File: src/rtl/pamr_pkg.sv
package pamr_pkg;

  // Register addresses on the serial management port.
  localparam logic [4:0] REG_CONTROL = 5'h00;
  localparam logic [4:0] REG_STATUS = 5'h01;
  localparam logic [4:0] REG_ADVERTISED = 5'h04;
  localparam logic [4:0] REG_PARTNER = 5'h05;
  localparam logic [4:0] REG_EXPANSION = 5'h06;
  localparam logic [4:0] REG_EXT_STATUS = 5'h0F;

  // Arbitrary port address of this block on the management link.
  localparam logic [4:0] PHY_ADDR_DEFAULT = 5'h00;

  // Control register fields.
  localparam int CTL_RESET_BIT = 15;
  localparam int CTL_LOOPBACK_BIT = 14;
  localparam int CTL_SPEED_LO_BIT = 13;
  localparam int CTL_AN_ENABLE_BIT = 12;
  localparam int CTL_POWER_DOWN_BIT = 11;
  localparam int CTL_ISOLATE_BIT = 10;
  localparam int CTL_AN_RESTART_BIT = 9;
  localparam int CTL_DUPLEX_BIT = 8;
  localparam int CTL_SPEED_HI_BIT = 6;
  localparam int CTL_UNIDIR_BIT = 5;
  localparam logic [15:0] CTL_RESET_VALUE = 16'h1140;
  localparam logic [15:0] CTL_WRITE_MASK = 16'hFF60;

  // Status register constants and live bit positions.
  localparam logic [15:0] STS_FIXED_ONES = 16'h0108;
  localparam int STS_UNIDIR_BIT = 7;
  localparam int STS_AN_DONE_BIT = 5;
  localparam int STS_LINK_BIT = 2;

  // Advertised word masks and fixed values.
  localparam logic [15:0] ADV_GBE_RESET = 16'h0020;
  localparam logic [15:0] ADV_PHY_MASK = 16'hDC00;
  localparam logic [15:0] ADV_SGMII_ONE = 16'h0001;
  localparam logic [15:0] ADV_MAC_VALUE = 16'h4001;
  localparam logic [15:0] LP_SGMII_MASK = 16'hDC00;
  localparam int ADV_SPEED_LSB = 10;

  localparam int EXP_PAGE_BIT = 1;
  localparam logic [15:0] EXT_STATUS_VALUE = 16'h8000;

  // Speed selection codes.
  localparam logic [1:0] SPEED_1G = 2'h2;
  localparam logic [1:0] SPEED_100M = 2'h1;
  localparam logic [1:0] SPEED_10M = 2'h0;

  // Management frame constants.
  localparam logic [1:0] MF_START = 2'h1;
  localparam logic [1:0] MF_OP_WRITE = 2'h1;
  localparam logic [1:0] MF_OP_READ = 2'h2;
  localparam int MF_PREAMBLE_BITS = 32;
  localparam int MF_HEADER_BITS = 14;

  typedef struct packed {
    logic gbe_mode;
    logic sgmii_phy_side;
    logic link_up;
    logic an_complete;
    logic unidir_able;
    logic page_received;
    logic [15:0] partner_word;
  } pamr_pcs_status_t;

  typedef struct packed {
    logic soft_reset;
    logic loopback;
    logic an_enable;
    logic an_restart;
    logic power_down;
    logic isolate;
    logic unidirectional;
    logic [1:0] operational_rate;
    logic [15:0] advertised_word;
  } pamr_pcs_control_t;

endpackage : pamr_pkg

File: src/rtl/pamr_mdio_slave.sv
// Clause 22 management frame slave: preamble, start, opcode, addresses,
// turnaround, then 16 data bits. Decodes on the synchronised MDC rising edge; read data shifts on the falling edge.
module pamr_mdio_slave (
  // Clock and reset
  input wire logic i_clk,
  input wire logic i_rst,
  // Synchronised pins
  input wire logic i_mdc_rise,
  input wire logic i_mdc_fall,
  input wire logic i_mdio,
  input wire logic [4:0] i_phy_addr,
  // Register access
  output logic o_wr_stb,
  output logic o_rd_stb,
  output logic [4:0] o_reg_addr,
  output logic [15:0] o_wr_data,
  input wire logic [15:0] i_rd_data,
  // Data pin drive
  output logic o_mdio_out,
  output logic o_mdio_oe
);

  typedef enum logic [2:0] {
    PAMR_IDLE = 3'b000,
    PAMR_HEADER = 3'b001,
    PAMR_TURN = 3'b011,
    PAMR_DATA = 3'b010
  } pamr_mf_state_t;

  pamr_mf_state_t state_q;
  logic [5:0] count_q;
  logic [13:0] hdr_q;
  logic [15:0] shift_q;
  logic is_read_q;
  logic mine_q;
  logic drive_q;

  wire logic hdr_ok = (hdr_q[13:12] == pamr_pkg::MF_START) && (hdr_q[9:5] == i_phy_addr);

  always_ff @(posedge i_clk or posedge i_rst) begin
    if (i_rst) begin
      state_q <= PAMR_IDLE;
      count_q <= 6'h00;
      hdr_q <= 14'h0000;
      is_read_q <= 1'b0;
      mine_q <= 1'b0;
      o_wr_stb <= 1'b0;
      o_rd_stb <= 1'b0;
      o_reg_addr <= 5'h00;
      o_wr_data <= 16'h0000;
    end else begin
      o_wr_stb <= 1'b0;
      o_rd_stb <= 1'b0;
      if (i_mdc_rise) begin
        unique case (state_q)
          PAMR_IDLE: begin
            count_q <= i_mdio ? ((count_q == 6'h3F) ? count_q : count_q + 6'h01) : 6'h00;
            if (!i_mdio && count_q >= 6'(pamr_pkg::MF_PREAMBLE_BITS)) begin
              state_q <= PAMR_HEADER;
              hdr_q <= 14'h0000;
              count_q <= 6'h01;
            end
          end
          PAMR_HEADER: begin
            hdr_q <= {hdr_q[12:0], i_mdio};
            count_q <= count_q + 6'h01;
            if (count_q == 6'(pamr_pkg::MF_HEADER_BITS - 1)) begin
              state_q <= PAMR_TURN;
              count_q <= 6'h00;
            end
          end
          PAMR_TURN: begin
            is_read_q <= hdr_q[11:10] == pamr_pkg::MF_OP_READ;
            mine_q <= hdr_ok && (hdr_q[11:10] == pamr_pkg::MF_OP_READ ||
                                 hdr_q[11:10] == pamr_pkg::MF_OP_WRITE);
            count_q <= count_q + 6'h01;
            if (count_q == 6'h01) begin
              state_q <= PAMR_DATA;
              count_q <= 6'h00;
              o_rd_stb <= hdr_ok && hdr_q[11:10] == pamr_pkg::MF_OP_READ;
            end
          end
          PAMR_DATA: begin
            o_wr_data <= {o_wr_data[14:0], i_mdio};
            count_q <= count_q + 6'h01;
            if (count_q == 6'h0F) begin
              state_q <= PAMR_IDLE;
              count_q <= 6'h00;
              o_wr_stb <= mine_q && !is_read_q;
            end
          end
        endcase
      end
      if (state_q == PAMR_HEADER && i_mdc_rise && count_q == 6'(pamr_pkg::MF_HEADER_BITS - 1)) begin
        o_reg_addr <= {hdr_q[3:0], i_mdio};
      end
    end
  end

  // Read data is loaded after the read strobe and shifted on MDC falling edges.
  always_ff @(posedge i_clk or posedge i_rst) begin
    if (i_rst) begin
      shift_q <= 16'h0000;
      drive_q <= 1'b0;
    end else begin
      if (o_rd_stb) begin
        shift_q <= i_rd_data;
        drive_q <= 1'b1;
      end else if (state_q == PAMR_DATA && i_mdc_fall && drive_q && count_q != 6'h00) begin
        shift_q <= {shift_q[14:0], 1'b0};
      end
      if (state_q != PAMR_DATA && state_q != PAMR_TURN) begin
        drive_q <= 1'b0;
      end
    end
  end

  assign o_mdio_out = shift_q[15];
  assign o_mdio_oe = drive_q && state_q == PAMR_DATA;

endmodule : pamr_mdio_slave

File: src/rtl/pamr_regs.sv
module pamr_regs (
  // Clock and reset
  input wire logic i_clk,
  input wire logic i_rst,
  // Management pins
  input wire logic i_mdc,
  input wire logic i_mdio,
  output logic o_mdio,
  output logic o_mdio_oe,
  input wire logic [4:0] i_phy_addr,
  // PCS side
  input wire pamr_pkg::pamr_pcs_status_t i_pcs,
  output pamr_pkg::pamr_pcs_control_t o_ctl
);

  logic [2:0] mdc_sync_q;
  logic [1:0] mdio_sync_q;
  logic wr_stb;
  logic rd_stb;
  logic [4:0] reg_addr;
  logic [15:0] wr_data;
  logic [15:0] rd_data;
  logic [15:0] ctl_q;
  logic [15:0] adv_q;
  logic link_latch_q;
  logic page_latch_q;
  logic [15:0] adv_view;
  logic [15:0] partner_view;
  logic [1:0] speed_sel;

  // Two-stage synchronisers; the edge detector reads only stages two and three.
  always_ff @(posedge i_clk or posedge i_rst) begin
    if (i_rst) begin
      mdc_sync_q <= 3'h0;
      mdio_sync_q <= 2'h0;
    end else begin
      mdc_sync_q <= {mdc_sync_q[1:0], i_mdc};
      mdio_sync_q <= {mdio_sync_q[0], i_mdio};
    end
  end

  pamr_mdio_slave u_mdio (
    .i_clk(i_clk),
    .i_rst(i_rst),
    .i_mdc_rise(mdc_sync_q[1] && !mdc_sync_q[2]),
    .i_mdc_fall(!mdc_sync_q[1] && mdc_sync_q[2]),
    .i_mdio(mdio_sync_q[1]),
    .i_phy_addr(i_phy_addr),
    .o_wr_stb(wr_stb),
    .o_rd_stb(rd_stb),
    .o_reg_addr(reg_addr),
    .o_wr_data(wr_data),
    .i_rd_data(rd_data),
    .o_mdio_out(o_mdio),
    .o_mdio_oe(o_mdio_oe)
  );

  // Control register; reset and restart bits clear themselves after one cycle.
  always_ff @(posedge i_clk or posedge i_rst) begin
    if (i_rst) begin
      ctl_q <= pamr_pkg::CTL_RESET_VALUE;
    end else if (wr_stb && reg_addr == pamr_pkg::REG_CONTROL) begin
      ctl_q <= wr_data & pamr_pkg::CTL_WRITE_MASK;
    end else begin
      ctl_q[pamr_pkg::CTL_RESET_BIT] <= 1'b0;
      ctl_q[pamr_pkg::CTL_AN_RESTART_BIT] <= 1'b0;
    end
  end

  // Advertised word store; what is visible depends on the mode.
  always_ff @(posedge i_clk or posedge i_rst) begin
    if (i_rst) begin
      adv_q <= pamr_pkg::ADV_GBE_RESET;
    end else if (ctl_q[pamr_pkg::CTL_RESET_BIT]) begin
      adv_q <= pamr_pkg::ADV_GBE_RESET;
    end else if (wr_stb && reg_addr == pamr_pkg::REG_ADVERTISED) begin
      adv_q <= wr_data;
    end
  end

  always_comb begin
    if (i_pcs.gbe_mode) begin
      adv_view = adv_q;
    end else if (i_pcs.sgmii_phy_side) begin
      adv_view = (adv_q & pamr_pkg::ADV_PHY_MASK) | pamr_pkg::ADV_SGMII_ONE;
    end else begin
      adv_view = pamr_pkg::ADV_MAC_VALUE;
    end
    if (i_pcs.gbe_mode) begin
      partner_view = i_pcs.partner_word;
    end else begin
      partner_view = (i_pcs.partner_word & pamr_pkg::LP_SGMII_MASK) | pamr_pkg::ADV_SGMII_ONE;
    end
  end

  // Set wins over the read-clear for the page latch; a link drop wins over the read-set for the link latch.
  always_ff @(posedge i_clk or posedge i_rst) begin
    if (i_rst) begin
      link_latch_q <= 1'b0;
      page_latch_q <= 1'b0;
    end else begin
      if (!i_pcs.link_up) begin
        link_latch_q <= 1'b0;
      end else if (rd_stb && reg_addr == pamr_pkg::REG_STATUS) begin
        link_latch_q <= 1'b1;
      end
      if (i_pcs.page_received) begin
        page_latch_q <= 1'b1;
      end else if (rd_stb && reg_addr == pamr_pkg::REG_EXPANSION) begin
        page_latch_q <= 1'b0;
      end
    end
  end

  always_comb begin
    rd_data = 16'h0000;
    unique case (reg_addr)
      pamr_pkg::REG_CONTROL: begin
        rd_data = ctl_q;
        rd_data[pamr_pkg::CTL_SPEED_HI_BIT] = ctl_q[pamr_pkg::CTL_SPEED_HI_BIT] | i_pcs.gbe_mode;
        rd_data[pamr_pkg::CTL_SPEED_LO_BIT] = ctl_q[pamr_pkg::CTL_SPEED_LO_BIT] & !i_pcs.gbe_mode;
      end
      pamr_pkg::REG_STATUS: begin
        rd_data = pamr_pkg::STS_FIXED_ONES;
        rd_data[pamr_pkg::STS_UNIDIR_BIT] = i_pcs.unidir_able;
        rd_data[pamr_pkg::STS_AN_DONE_BIT] = i_pcs.an_complete;
        rd_data[pamr_pkg::STS_LINK_BIT] = link_latch_q;
      end
      pamr_pkg::REG_ADVERTISED: rd_data = adv_view;
      pamr_pkg::REG_PARTNER: rd_data = partner_view;
      pamr_pkg::REG_EXPANSION: rd_data[pamr_pkg::EXP_PAGE_BIT] = page_latch_q;
      pamr_pkg::REG_EXT_STATUS: rd_data = pamr_pkg::EXT_STATUS_VALUE;
      default: rd_data = 16'h0000;
    endcase
  end

  // Rate resolution; the duplex bit is deliberately not used here.
  always_comb begin
    if (i_pcs.gbe_mode) begin
      speed_sel = pamr_pkg::SPEED_1G;
    end else if (!ctl_q[pamr_pkg::CTL_AN_ENABLE_BIT]) begin
      speed_sel = {ctl_q[pamr_pkg::CTL_SPEED_HI_BIT], ctl_q[pamr_pkg::CTL_SPEED_LO_BIT]};
    end else if (i_pcs.sgmii_phy_side) begin
      speed_sel = adv_q[pamr_pkg::ADV_SPEED_LSB +: 2];
    end else begin
      speed_sel = i_pcs.partner_word[pamr_pkg::ADV_SPEED_LSB +: 2];
    end
  end

  always_comb begin
    o_ctl.soft_reset = ctl_q[pamr_pkg::CTL_RESET_BIT];
    o_ctl.loopback = ctl_q[pamr_pkg::CTL_LOOPBACK_BIT];
    o_ctl.an_enable = ctl_q[pamr_pkg::CTL_AN_ENABLE_BIT];
    o_ctl.an_restart = ctl_q[pamr_pkg::CTL_AN_RESTART_BIT];
    o_ctl.power_down = ctl_q[pamr_pkg::CTL_POWER_DOWN_BIT];
    o_ctl.isolate = ctl_q[pamr_pkg::CTL_ISOLATE_BIT];
    o_ctl.unidirectional = ctl_q[pamr_pkg::CTL_UNIDIR_BIT];
    o_ctl.operational_rate = speed_sel;
    o_ctl.advertised_word = adv_view;
  end

  link_hold_a: assert property (@(posedge i_clk) disable iff (i_rst)
    !i_pcs.link_up |=> !link_latch_q) else $error("link bit not latched low");
  link_clear_a: assert property (@(posedge i_clk) disable iff (i_rst)
    $past(link_latch_q) == 1'b0 && link_latch_q |-> $past(rd_stb)) else $error("link bit rose unread");
  page_latch_a: assert property (@(posedge i_clk) disable iff (i_rst)
    i_pcs.page_received |=> page_latch_q) else $error("page bit not set");
  page_keep_a: assert property (@(posedge i_clk) disable iff (i_rst)
    $fell(page_latch_q) |-> $past(rd_stb) && $past(reg_addr) == pamr_pkg::REG_EXPANSION)
    else $error("page bit cleared without read");
  gbe_rate_a: assert property (@(posedge i_clk) disable iff (i_rst)
    i_pcs.gbe_mode |-> o_ctl.operational_rate == pamr_pkg::SPEED_1G) else $error("gbe rate wrong");
  an_rate_a: assert property (@(posedge i_clk) disable iff (i_rst)
    !i_pcs.gbe_mode && i_pcs.sgmii_phy_side && o_ctl.an_enable |->
    o_ctl.operational_rate == adv_q[11:10]) else $error("rate not from advertised");
  stuck_bits_a: assert property (@(posedge i_clk) disable iff (i_rst)
    ctl_q[7] == 1'b0 && ctl_q[4:0] == 5'h00) else $error("stuck control bit set");
  status_fixed_a: assert property (@(posedge i_clk) disable iff (i_rst)
    reg_addr == pamr_pkg::REG_STATUS |-> rd_data[8] && rd_data[3] && rd_data[15:9] == 7'h00)
    else $error("status constant wrong");
  mac_adv_a: assert property (@(posedge i_clk) disable iff (i_rst)
    !i_pcs.gbe_mode && !i_pcs.sgmii_phy_side |-> adv_view == 16'h4001) else $error("mac adv wrong");
  self_clear_a: assert property (@(posedge i_clk) disable iff (i_rst)
    ctl_q[15] && !wr_stb |=> !ctl_q[15]) else $error("reset bit stuck");
  ctl_speed_a: assert property (@(posedge i_clk) disable iff (i_rst)
    i_pcs.gbe_mode && reg_addr == pamr_pkg::REG_CONTROL |-> rd_data[6] && !rd_data[13])
    else $error("speed bits not forced");
  gbe_adv_a: assert property (@(posedge i_clk) disable iff (i_rst)
    i_pcs.gbe_mode && wr_stb && reg_addr == pamr_pkg::REG_ADVERTISED && !ctl_q[15] |=>
    adv_q == $past(wr_data)) else $error("adv write lost");
  partner_sgmii_a: assert property (@(posedge i_clk) disable iff (i_rst)
    !i_pcs.gbe_mode |-> partner_view[0] && partner_view[13] == 1'b0 &&
    partner_view[9:1] == 9'h000) else $error("partner fields wrong");
  status_zero_a: assert property (@(posedge i_clk) disable iff (i_rst)
    reg_addr == pamr_pkg::REG_STATUS |-> rd_data[6] == 1'b0 && rd_data[4] == 1'b0 &&
    rd_data[1:0] == 2'h0) else $error("status zero bits wrong");
  read_drive_a: assert property (@(posedge i_clk) disable iff (i_rst)
    rd_stb |=> o_mdio_oe) else $error("read data not driven");
  duplex_free_a: assert property (@(posedge i_clk) disable iff (i_rst)
    $changed(ctl_q[8]) && $stable(ctl_q[13:12]) && $stable(ctl_q[6]) && $stable(adv_q) &&
    $stable(i_pcs) |-> $stable(o_ctl.operational_rate)) else $error("duplex steers rate");

  write_cov_c: cover property (@(posedge i_clk) wr_stb);
  read_cov_c: cover property (@(posedge i_clk) rd_stb && reg_addr == pamr_pkg::REG_STATUS);
  drop_cov_c: cover property (@(posedge i_clk) $fell(link_latch_q));
  gbe_write_c: cover property (@(posedge i_clk) i_pcs.gbe_mode && wr_stb);
  soft_reset_c: cover property (@(posedge i_clk) ctl_q[15]);

endmodule : pamr_regs

File: config.mk
export PLATFORM = sky130hd
export DESIGN_NAME = pamr_regs
export DESIGN_NICKNAME = d
export VERILOG_FILES = /design/src/rtl/pamr_pkg.sv /design/src/rtl/pamr_mdio_slave.sv /design/src/rtl/pamr_regs.sv
export SDC_FILE = /design/constraint.sdc
export NUM_CORES = 1
export LEC_CHECK = 0
export ABC_AREA = 1
export BUFFER_PORTS_ARGS = -buffer_cell sky130_fd_sc_hd__buf_2
export CAP_MARGIN = 10
export CORE_MARGIN = 2
export CORE_UTILIZATION = 45
export DETAILED_ROUTE_END_ITERATION = 16
export SKIP_CTS_REPAIR_TIMING = 1
export SLEW_MARGIN = 20
export SYNTH_ARGS = -nofsm -noshare
export SYNTH_HDL_FRONTEND = slang
export SYNTH_SLANG_ARGS = --single-unit
File: constraint.sdc
create_clock -name i_clk -period 4.4 [get_ports i_clk]
set_input_delay 0.88 -clock i_clk [delete_from_list [all_inputs] [get_ports i_clk]]
set_output_delay 0.88 -clock i_clk [all_outputs]
set_load 0.1 [all_outputs]
Word level (Yosys, flattened, before mapping)
Index checks and enable logic that the tools add are counted.

storage, ports and cells
  output and inout bits = 27
  bits of input ports = 31
  register bits = 98
  word-level logic and storage cells = 124

cells by class
  add/sub/neg operators = 1
  reductions and logical operators = 37
  $lt $le $gt $ge = 1
  multiplexer cells = 41
  eq/ne operators = 24
  bitwise logic cells = 2

operators by type and width
  cell                   number
  $mux W16               6
  $pmux W14 S5           1
  $mux W6                6
  $mux W14               2
  $pmux W14 S2           1
  $pmux W6 S4            1
  $logic_and A1 B1 Y1    18
  $eq A5 B3 Y1 const B   3
  $mux W1                14
  $eq A6 B4 Y1 const B   2
  $mux W3                4
  $pmux W3 S4            1
  $ne A2 B1 Y1 const B   5
  $reduce_bool A2 Y1     5
  $add A6 B1 Y6 const B  1
  $eq A3 B2 Y1 const B   2
  $eq A6 B1 Y1 const B   1
  $eq A6 B6 Y1 const B   1
  $ge A6 B6 Y1 const B   1
  $mux W2                3
  $ne A3 B2 Y1 const B   2
  $reduce_and A2 Y1      3
  $reduce_bool A6 Y1     1
  $eq A5 B1 Y1 const B   1
  other kinds (16)       21

Depth between registers and ports, before layout
Gate-level depths: netlist of the first run.

  word-level depth = 7
  gate-level depth with buffers = 10

Cells and area by module
A second synthesis of the first run with hierarchy kept.

unflattened totals
  cell total of the unflattened synthesis = 624
  area, all modules = 5134.9 sq um

modules (own cells, without submodules)
  module           instances  cells an instance  area each (sq um)
  pamr_mdio_slave  1          344                3101.7
  pamr_regs        1          280                2033.2

Worst setup path before layout of the first run
OpenSTA, ideal clock, no wires.

  path kind = input port to output port
  from = input i_pcs[20] (netlist bit)
  to = output o_ctl[17] (netlist bit)
  setup slack = 0.409 ns
  arrival time = 3.111 ns
  path buffers = 0
  stages on the path = 3
  cell sequence = inv_1 > o21ai_0 > o21ai_0

RTL lines
  element          RTL line         text
  start, declared  pamr_regs.sv:12  input wire pamr_pkg::pamr_pcs_status_t i_pcs,
  end, declared    pamr_regs.sv:13  output pamr_pkg::pamr_pcs_control_t o_ctl

==> results.json, run 1 <==
{
  "synth_xor_area_share_pct": 0.175,
  "crit_family": "buffers and inverters",
  "cp_num_buf_inv": 4,
  "slowest_delay_ps": 420,
  "tritoncts": "done",
  "routed_wl_um": 11900,
  "synth.distinct_cells": 40,
  "cp-start-kind": "input pin",
  "antenna_found_initial": 1,
  "finalSetupTns_ps": 0,
  "hold_depth": 0,
  "min_from": "mdio_sync_q[0]$_DFF_PP0_",
  "clk_pin_slew_worst_paths_ps": 80,
  "antenna_cells": 0,
  "worstPathCellList": "buf_2 -> nor2_1 -> inv_1 -> nand2_1 -> inv_1 -> buf_2",
  "reg2reg_from": "u_mdio.o_reg_addr[1]$_DFFE_PP0P_",
  "die_area_sq_um": 12000,
  "via_per_inst": 5.15,
  "maxSlewViolCount": 0,
  "hold_path.class": "flip-flop to flip-flop",
  "hpwl_um": 8710,
  "clk_path_buf_depth": 2,
  "max_freq_mhz": 326,
  "cts_sinks": 97,
  "num-nets-final": 686,
  "avgSynthCellArea_sq_um": 8.24,
  "min_to": "mdio_sync_q[1]$_DFF_PP0_",
  "rsz0062_at_grt": "false",
  "layout_commonest_cell": "nand2_1",
  "maxSlewHeadroom_pct": 40.6,
  "synth_top_family_by_area": "simple AND/OR/NAND/NOR gates",
  "grt-ovfl-total": 0,
  "r2r_slack_ps": 2450,
  "final_cells": 796,
  "synth-compound-area-share_pct": 14.7,
  "period_needed_ps": 3070,
  "critPathLaunch": "i_pcs[21]",
  "setup_violations": 0,
  "fillerInstances": 1050,
  "route.antenna.remaining_nets": 0,
  "fin_util_pct": 50.8,
  "max-vdd-ir-drop_mv": 0.164,
  "fin_skew_ps": 8.42,
  "synth_adder_area_share_pct": 0.999,
  "yosysSeqAreaShare_pct": 48.6,
  "groute.usage.overall_pct": 21.6,
  "worstPathRequired_ps": 3520,
  "synthCells": 608,
  "crit_type": "input pin to output port",
  "clock_latency_ps": 370,
  "ys.flop_type": "dfrtp_1",
  "drt_pass1_iterations": 6,
  "p_leak_nw": 2.67,
  "synthesis.area_sq_um": 5010,
  "status": "completed",
  "end_kind": "output port",
  "cap_violations": 0,
  "yosys.area_share.simple_pct": 25.1,
  "cp_slowest_cell": "buf_2",
  "fin_crit_sh_pct": 69.8,
  "htree_levels": 3,
  "drc": 0,
  "final_cell_mix": "nand2_1, dfrtp_1, inv_1",
  "root_buffer": "clkbuf_8",
  "timing.rr.end": "u_mdio.shift_q[10]$_DFFE_PP0P_",
  "finalHoldViolCount": 0,
  "ys_warn_count": 0,
  "synth_edf_count": 0,
  "reg2reg_depth": 7,
  "syn-num-nets": 643,
  "power_density_nw_per_um2": 292,
  "drt_iter0_drc": 316,
  "drive_above_1_share_pct": 19.7,
  "cts_buffers": 9,
  "synth_seq_cells": 97,
  "top_level_ports": 58,
  "syn_to_final_growth_pct": 9.94,
  "rows": 38,
  "synthArstFlopShare_pct": 100,
  "grt_max_degree": 73,
  "fp.coreArea_sq_um": 10800,
  "crit_arrival_ps": 2190,
  "place_inst": 780,
  "start_util_pct": 46.2,
  "grt_pass1_wl_um": 19700,
  "grt_pass1_vias": 4041,
  "die_y_um": 110,
  "gp_congestion": 0.856,
  "routedWlPerCell_um": 15.0,
  "die_x_um": 110,
  "critPathMaxFanout": 25,
  "io_buffers": 57,
  "tightest_slew_ps": 890,
  "vias": 4103,
  "synth_mux_area_share_pct": 0
}
[worst reg2reg max path, cell delays in order, from the launching register on]
cell	delay (ps)
dfrtp_1	430
inv_1	160
nand3b_1	130
nor2_1	650
nand2_1	100
nand3_1	160
nand2_1	70
a21oi_1	160
[logic make-up (layout without fill, tap and decap cells)]
kind of cell / after synthesis / count (layout)
flops: 97 / 97
fa+ha+maj: 4 / 4
buf+inv: 116 / 164
xor+xnor: 1 / 1
compound gates: 111 / 111
simple gates: 279 / 279
[Yosys cell counts, types with 2 or more instances]
master	count	area share (%)
inv_2	5	0.37
nand2_4	5	1.1
a21oi_1	12	1.2
nand4_1	15	1.9
ha_1	4	1.0
nand2_2	3	0.37
buf_2	8	0.80
clkbuf_1	5	0.37
o211ai_1	3	0.45
o22ai_2	10	2.5
o21ai_0	40	4.0
o21ai_2	11	1.9
nand2_1	161	12
o22ai_1	11	1.4
nor2_4	5	1.1
inv_1	84	6.3
buf_4	10	1.5
nand3b_1	2	0.30
nand3_1	37	3.7
nor2_2	2	0.25
dfstp_2	4	2.1
dfrtp_1	93	46
nor2_1	41	3.1
nor3_1	4	0.40
a21oi_2	8	1.4
o21ai_1	11	1.1
[flip-flops by register name (all words and copies together) (netlist names), 2 cells and up]
| name | count |
|---|---|
| adv_q | 16 |
| u_mdio.o_wr_data | 16 |
| u_mdio.shift_q | 16 |
| u_mdio.hdr_q | 14 |
| ctl_q | 10 |
| u_mdio.count_q | 6 |
| u_mdio.o_reg_addr | 5 |
| mdc_sync_q | 3 |
| mdio_sync_q | 2 |
| u_mdio.state_q | 2 |
[report_power, final]
group	internal, mW	switching (mW)
Clock	0.309	0.297
Combinational	0.0258	0.0635
Sequential	0.900	0.0103
Total	1.24	0.371
[through the flow]
stage                     area, sq um  power (mW)  setup WS [ps]  hold slack (ps)
after floorplan                  5010       0.985            409              331
after global placement           5300        1.02           1390              334
after detailed placement         5300        1.02           1370              336
after CTS                        5510        1.63           1370              357
after global routing             5510        1.68           1240              362
final                            5510        1.61           1330              353
[cell type report]
cell class	count	area (sq um)	area share [%]
Clock buffer	14	173	3.14
Multi-Input combinational cell	395	2060	37.3
Sequential cell	97	2430	44.2
Timing Repair Buffer	58	293	5.32
Inverter	90	343	6.23
Clock inverter	2	35.0	0.636
Tap cell	140	175	3.18
[per-layer routing]
layer	global-route usage, %	vias up	routed length [um]	share of wire, %
met5	0	-	13	0.11
met4	10.7	2	345	2.9
met3	4.21	27	695	5.8
met2	35.2	109	5640	47
met1	27.5	1930	5240	44
li1	-	2035	-	-
[worst max-delay path by stage]
stage                            to  slack [ps]  depth (start not counted)
after floorplan           o_ctl[17]         410                          3
after global placement    o_ctl[15]        1390                          6
after detailed placement  o_ctl[15]        1370                          6
after CTS                 o_ctl[15]        1370                          6
after global routing      o_ctl[15]        1240                          6
final                     o_ctl[15]        1330                          6
Note: power is estimated with default switching activity, not from simulation.
==> run 2: changes to the inputs <==
- clock period: 4.4 -> 3.2 ns (I/O delays scaled with it)
==> run 2 against run 1 <==
Against the previous run: hold slack got worse by 140 ps; combinational power increased by 41%; sequential share of layout area decreased by 0.31 points; via count increased by 0.22%; sequential power increased by 37%; core utilization increased by 0.36 points; clock power increased by 47%; flip-flop and latch count unchanged.
==> results.json, run 2 (synthesis results as in run 1) <==
{
  "syn_to_final_growth_pct": 10.7,
  "largestRegisters": "adv_q x16, u_mdio.o_wr_data x16, u_mdio.shift_q x16",
  "cp-start-kind": "input pin",
  "groute.usage.overall_pct": 21.0,
  "max-vdd-ir-drop_mv": 0.232,
  "drive_above_1_share_pct": 20.1,
  "clock_latency_ps": 360,
  "critPathMaxFanout": 10,
  "htree_levels": 3,
  "end_kind": "output port",
  "cp_num_buf_inv": 3,
  "routed_wl_um": 11900,
  "gp_congestion": 0.928,
  "grt-ovfl-total": 0,
  "rsz0062_at_grt": "false",
  "num-nets-final": 687,
  "cts_buffers": 9,
  "crit_type": "input pin to output port",
  "grt_pass1_wl_um": 19400,
  "tightest_slew_ps": 860,
  "maxSlewViolCount": 0,
  "rows": 38,
  "period_needed_ps": 2370,
  "maxSlewHeadroom_pct": 42.5,
  "drt_iter0_drc": 265,
  "io_buffers": 57,
  "finalHoldViolCount": 0,
  "grt_max_degree": 81,
  "crit_path_frequent_cell": "buf_2",
  "top_level_ports": 58,
  "worstPathCellList": "buf_2 -> nor2_1 -> inv_1 -> nand2_1 -> buf_2",
  "fin_skew_ps": 13.6,
  "tritoncts": "done",
  "finalSetupTns_ps": 0,
  "max_freq_mhz": 423,
  "dpl-instance-area_sq_um": 5320,
  "worstPathRequired_ps": 2560,
  "die_y_um": 110,
  "antenna_found_initial": 1,
  "die_area_sq_um": 12000,
  "crit_arrival_ps": 1730,
  "setup_violations": 0,
  "power_density_nw_per_um2": 409,
  "clk_pin_slew_worst_paths_ps": 100,
  "drt_pass1_iterations": 5,
  "slowest_delay_ps": 440,
  "root_buffer": "clkbuf_8",
  "hold_path.class": "input pin to async pin",
  "routedWlPerCell_um": 14.9,
  "cp_slowest_cell": "buf_2",
  "cap_violations": 0,
  "via_per_inst": 5.16,
  "start_util_pct": 46.2,
  "layout_commonest_cell": "nand2_1",
  "grt_pass1_vias": 3950,
  "final_area_sq_um": 5550,
  "p_leak_nw": 2.68,
  "drc": 0,
  "fp.coreArea_sq_um": 10800,
  "die_x_um": 110,
  "status": "completed",
  "route.antenna.remaining_nets": 0,
  "clk_path_buf_depth": 2,
  "crit_family": "buffers and inverters",
  "hpwl_um": 8680,
  "cp.depth": 5,
  "antenna_cells": 0,
  "cts_sinks": 97,
  "vias": 4112,
  "final_cell_mix": "nand2_1, dfrtp_1, inv_1",
  "fin_crit_sh_pct": 73.9,
  "reg2reg_depth": 7
}
## run 2: worst reg2reg max path, stage by stage (launching register included)
cell      delay [ps]
dfrtp_1          430
inv_1            160
nand3b_1         140
nor2_1           670
nand2_1          150
nand3_1          130
nand2_1           70
a21oi_1          160
## run 2: through the flow
step | std cells | util (%) | hold WS (ps) | setup slack, ps | power, mW
floorplan | 608 | - | 331 | 32.9 | 1.35
global placement | 781 | 49.1 | 334 | 848 | 1.40
detailed placement | 781 | 49.1 | 335 | 846 | 1.40
CTS | 797 | 51.2 | 203 | 840 | 2.30
global route | 797 | 51.2 | 214 | 754 | 2.37
finish | 797 | 51.2 | 211 | 835 | 2.27
## run 2: where the power goes
group	switching (mW)	internal (mW)
Clock	0.428	0.463
Sequential	0.0144	1.24
Combinational	0.0879	0.0380
Total	0.530	1.74
## run 2: layout make-up
| class | instances | area, sq um |
|---|---|---|
| Clock buffer | 10 | 138 |
| Clock inverter | 6 | 88.8 |
| Fill cell | 1044 | 5300 |
| Inverter | 90 | 343 |
| Multi-Input combinational cell | 395 | 2060 |
| Sequential cell | 97 | 2430 |
| Tap cell | 140 | 175 |
| Timing Repair Buffer | 59 | 313 |
## run 2: worst paths after layout
| check | start | slack (ps) | to |
|---|---|---|---|
| worst min-delay path | i_rst | 210 | u_mdio.shift_q[15]$_DFFE_PP0P_ |
| worst max register to register | u_mdio.o_reg_addr[1]$_DFFE_PP0P_ | 1210 | u_mdio.shift_q[12]$_DFFE_PP0P_ |
| worst max-delay path | i_pcs[21] | 830 | o_ctl[14] |
| min in group i_clk | mdc_sync_q[0]$_DFF_PP0_ | 350 | mdc_sync_q[1]$_DFF_PP0_ |
| worst min register to register | mdc_sync_q[0]$_DFF_PP0_ | 350 | mdc_sync_q[1]$_DFF_PP0_ |
| max in group asynchronous | i_rst | 2270 | ctl_q[12]$_DFFE_PP1N_ |
## run 2: per-layer routing
metal  track usage (%)  wire length, um  share of wire, %  up-vias
met5                 0               13              0.11        -
met4              8.23              252               2.1        2
met3              3.97              568               4.8       20
met2              33.7             5470                46      113
met1              28.2             5580                47     1937
li1                  -                -                 -     2040
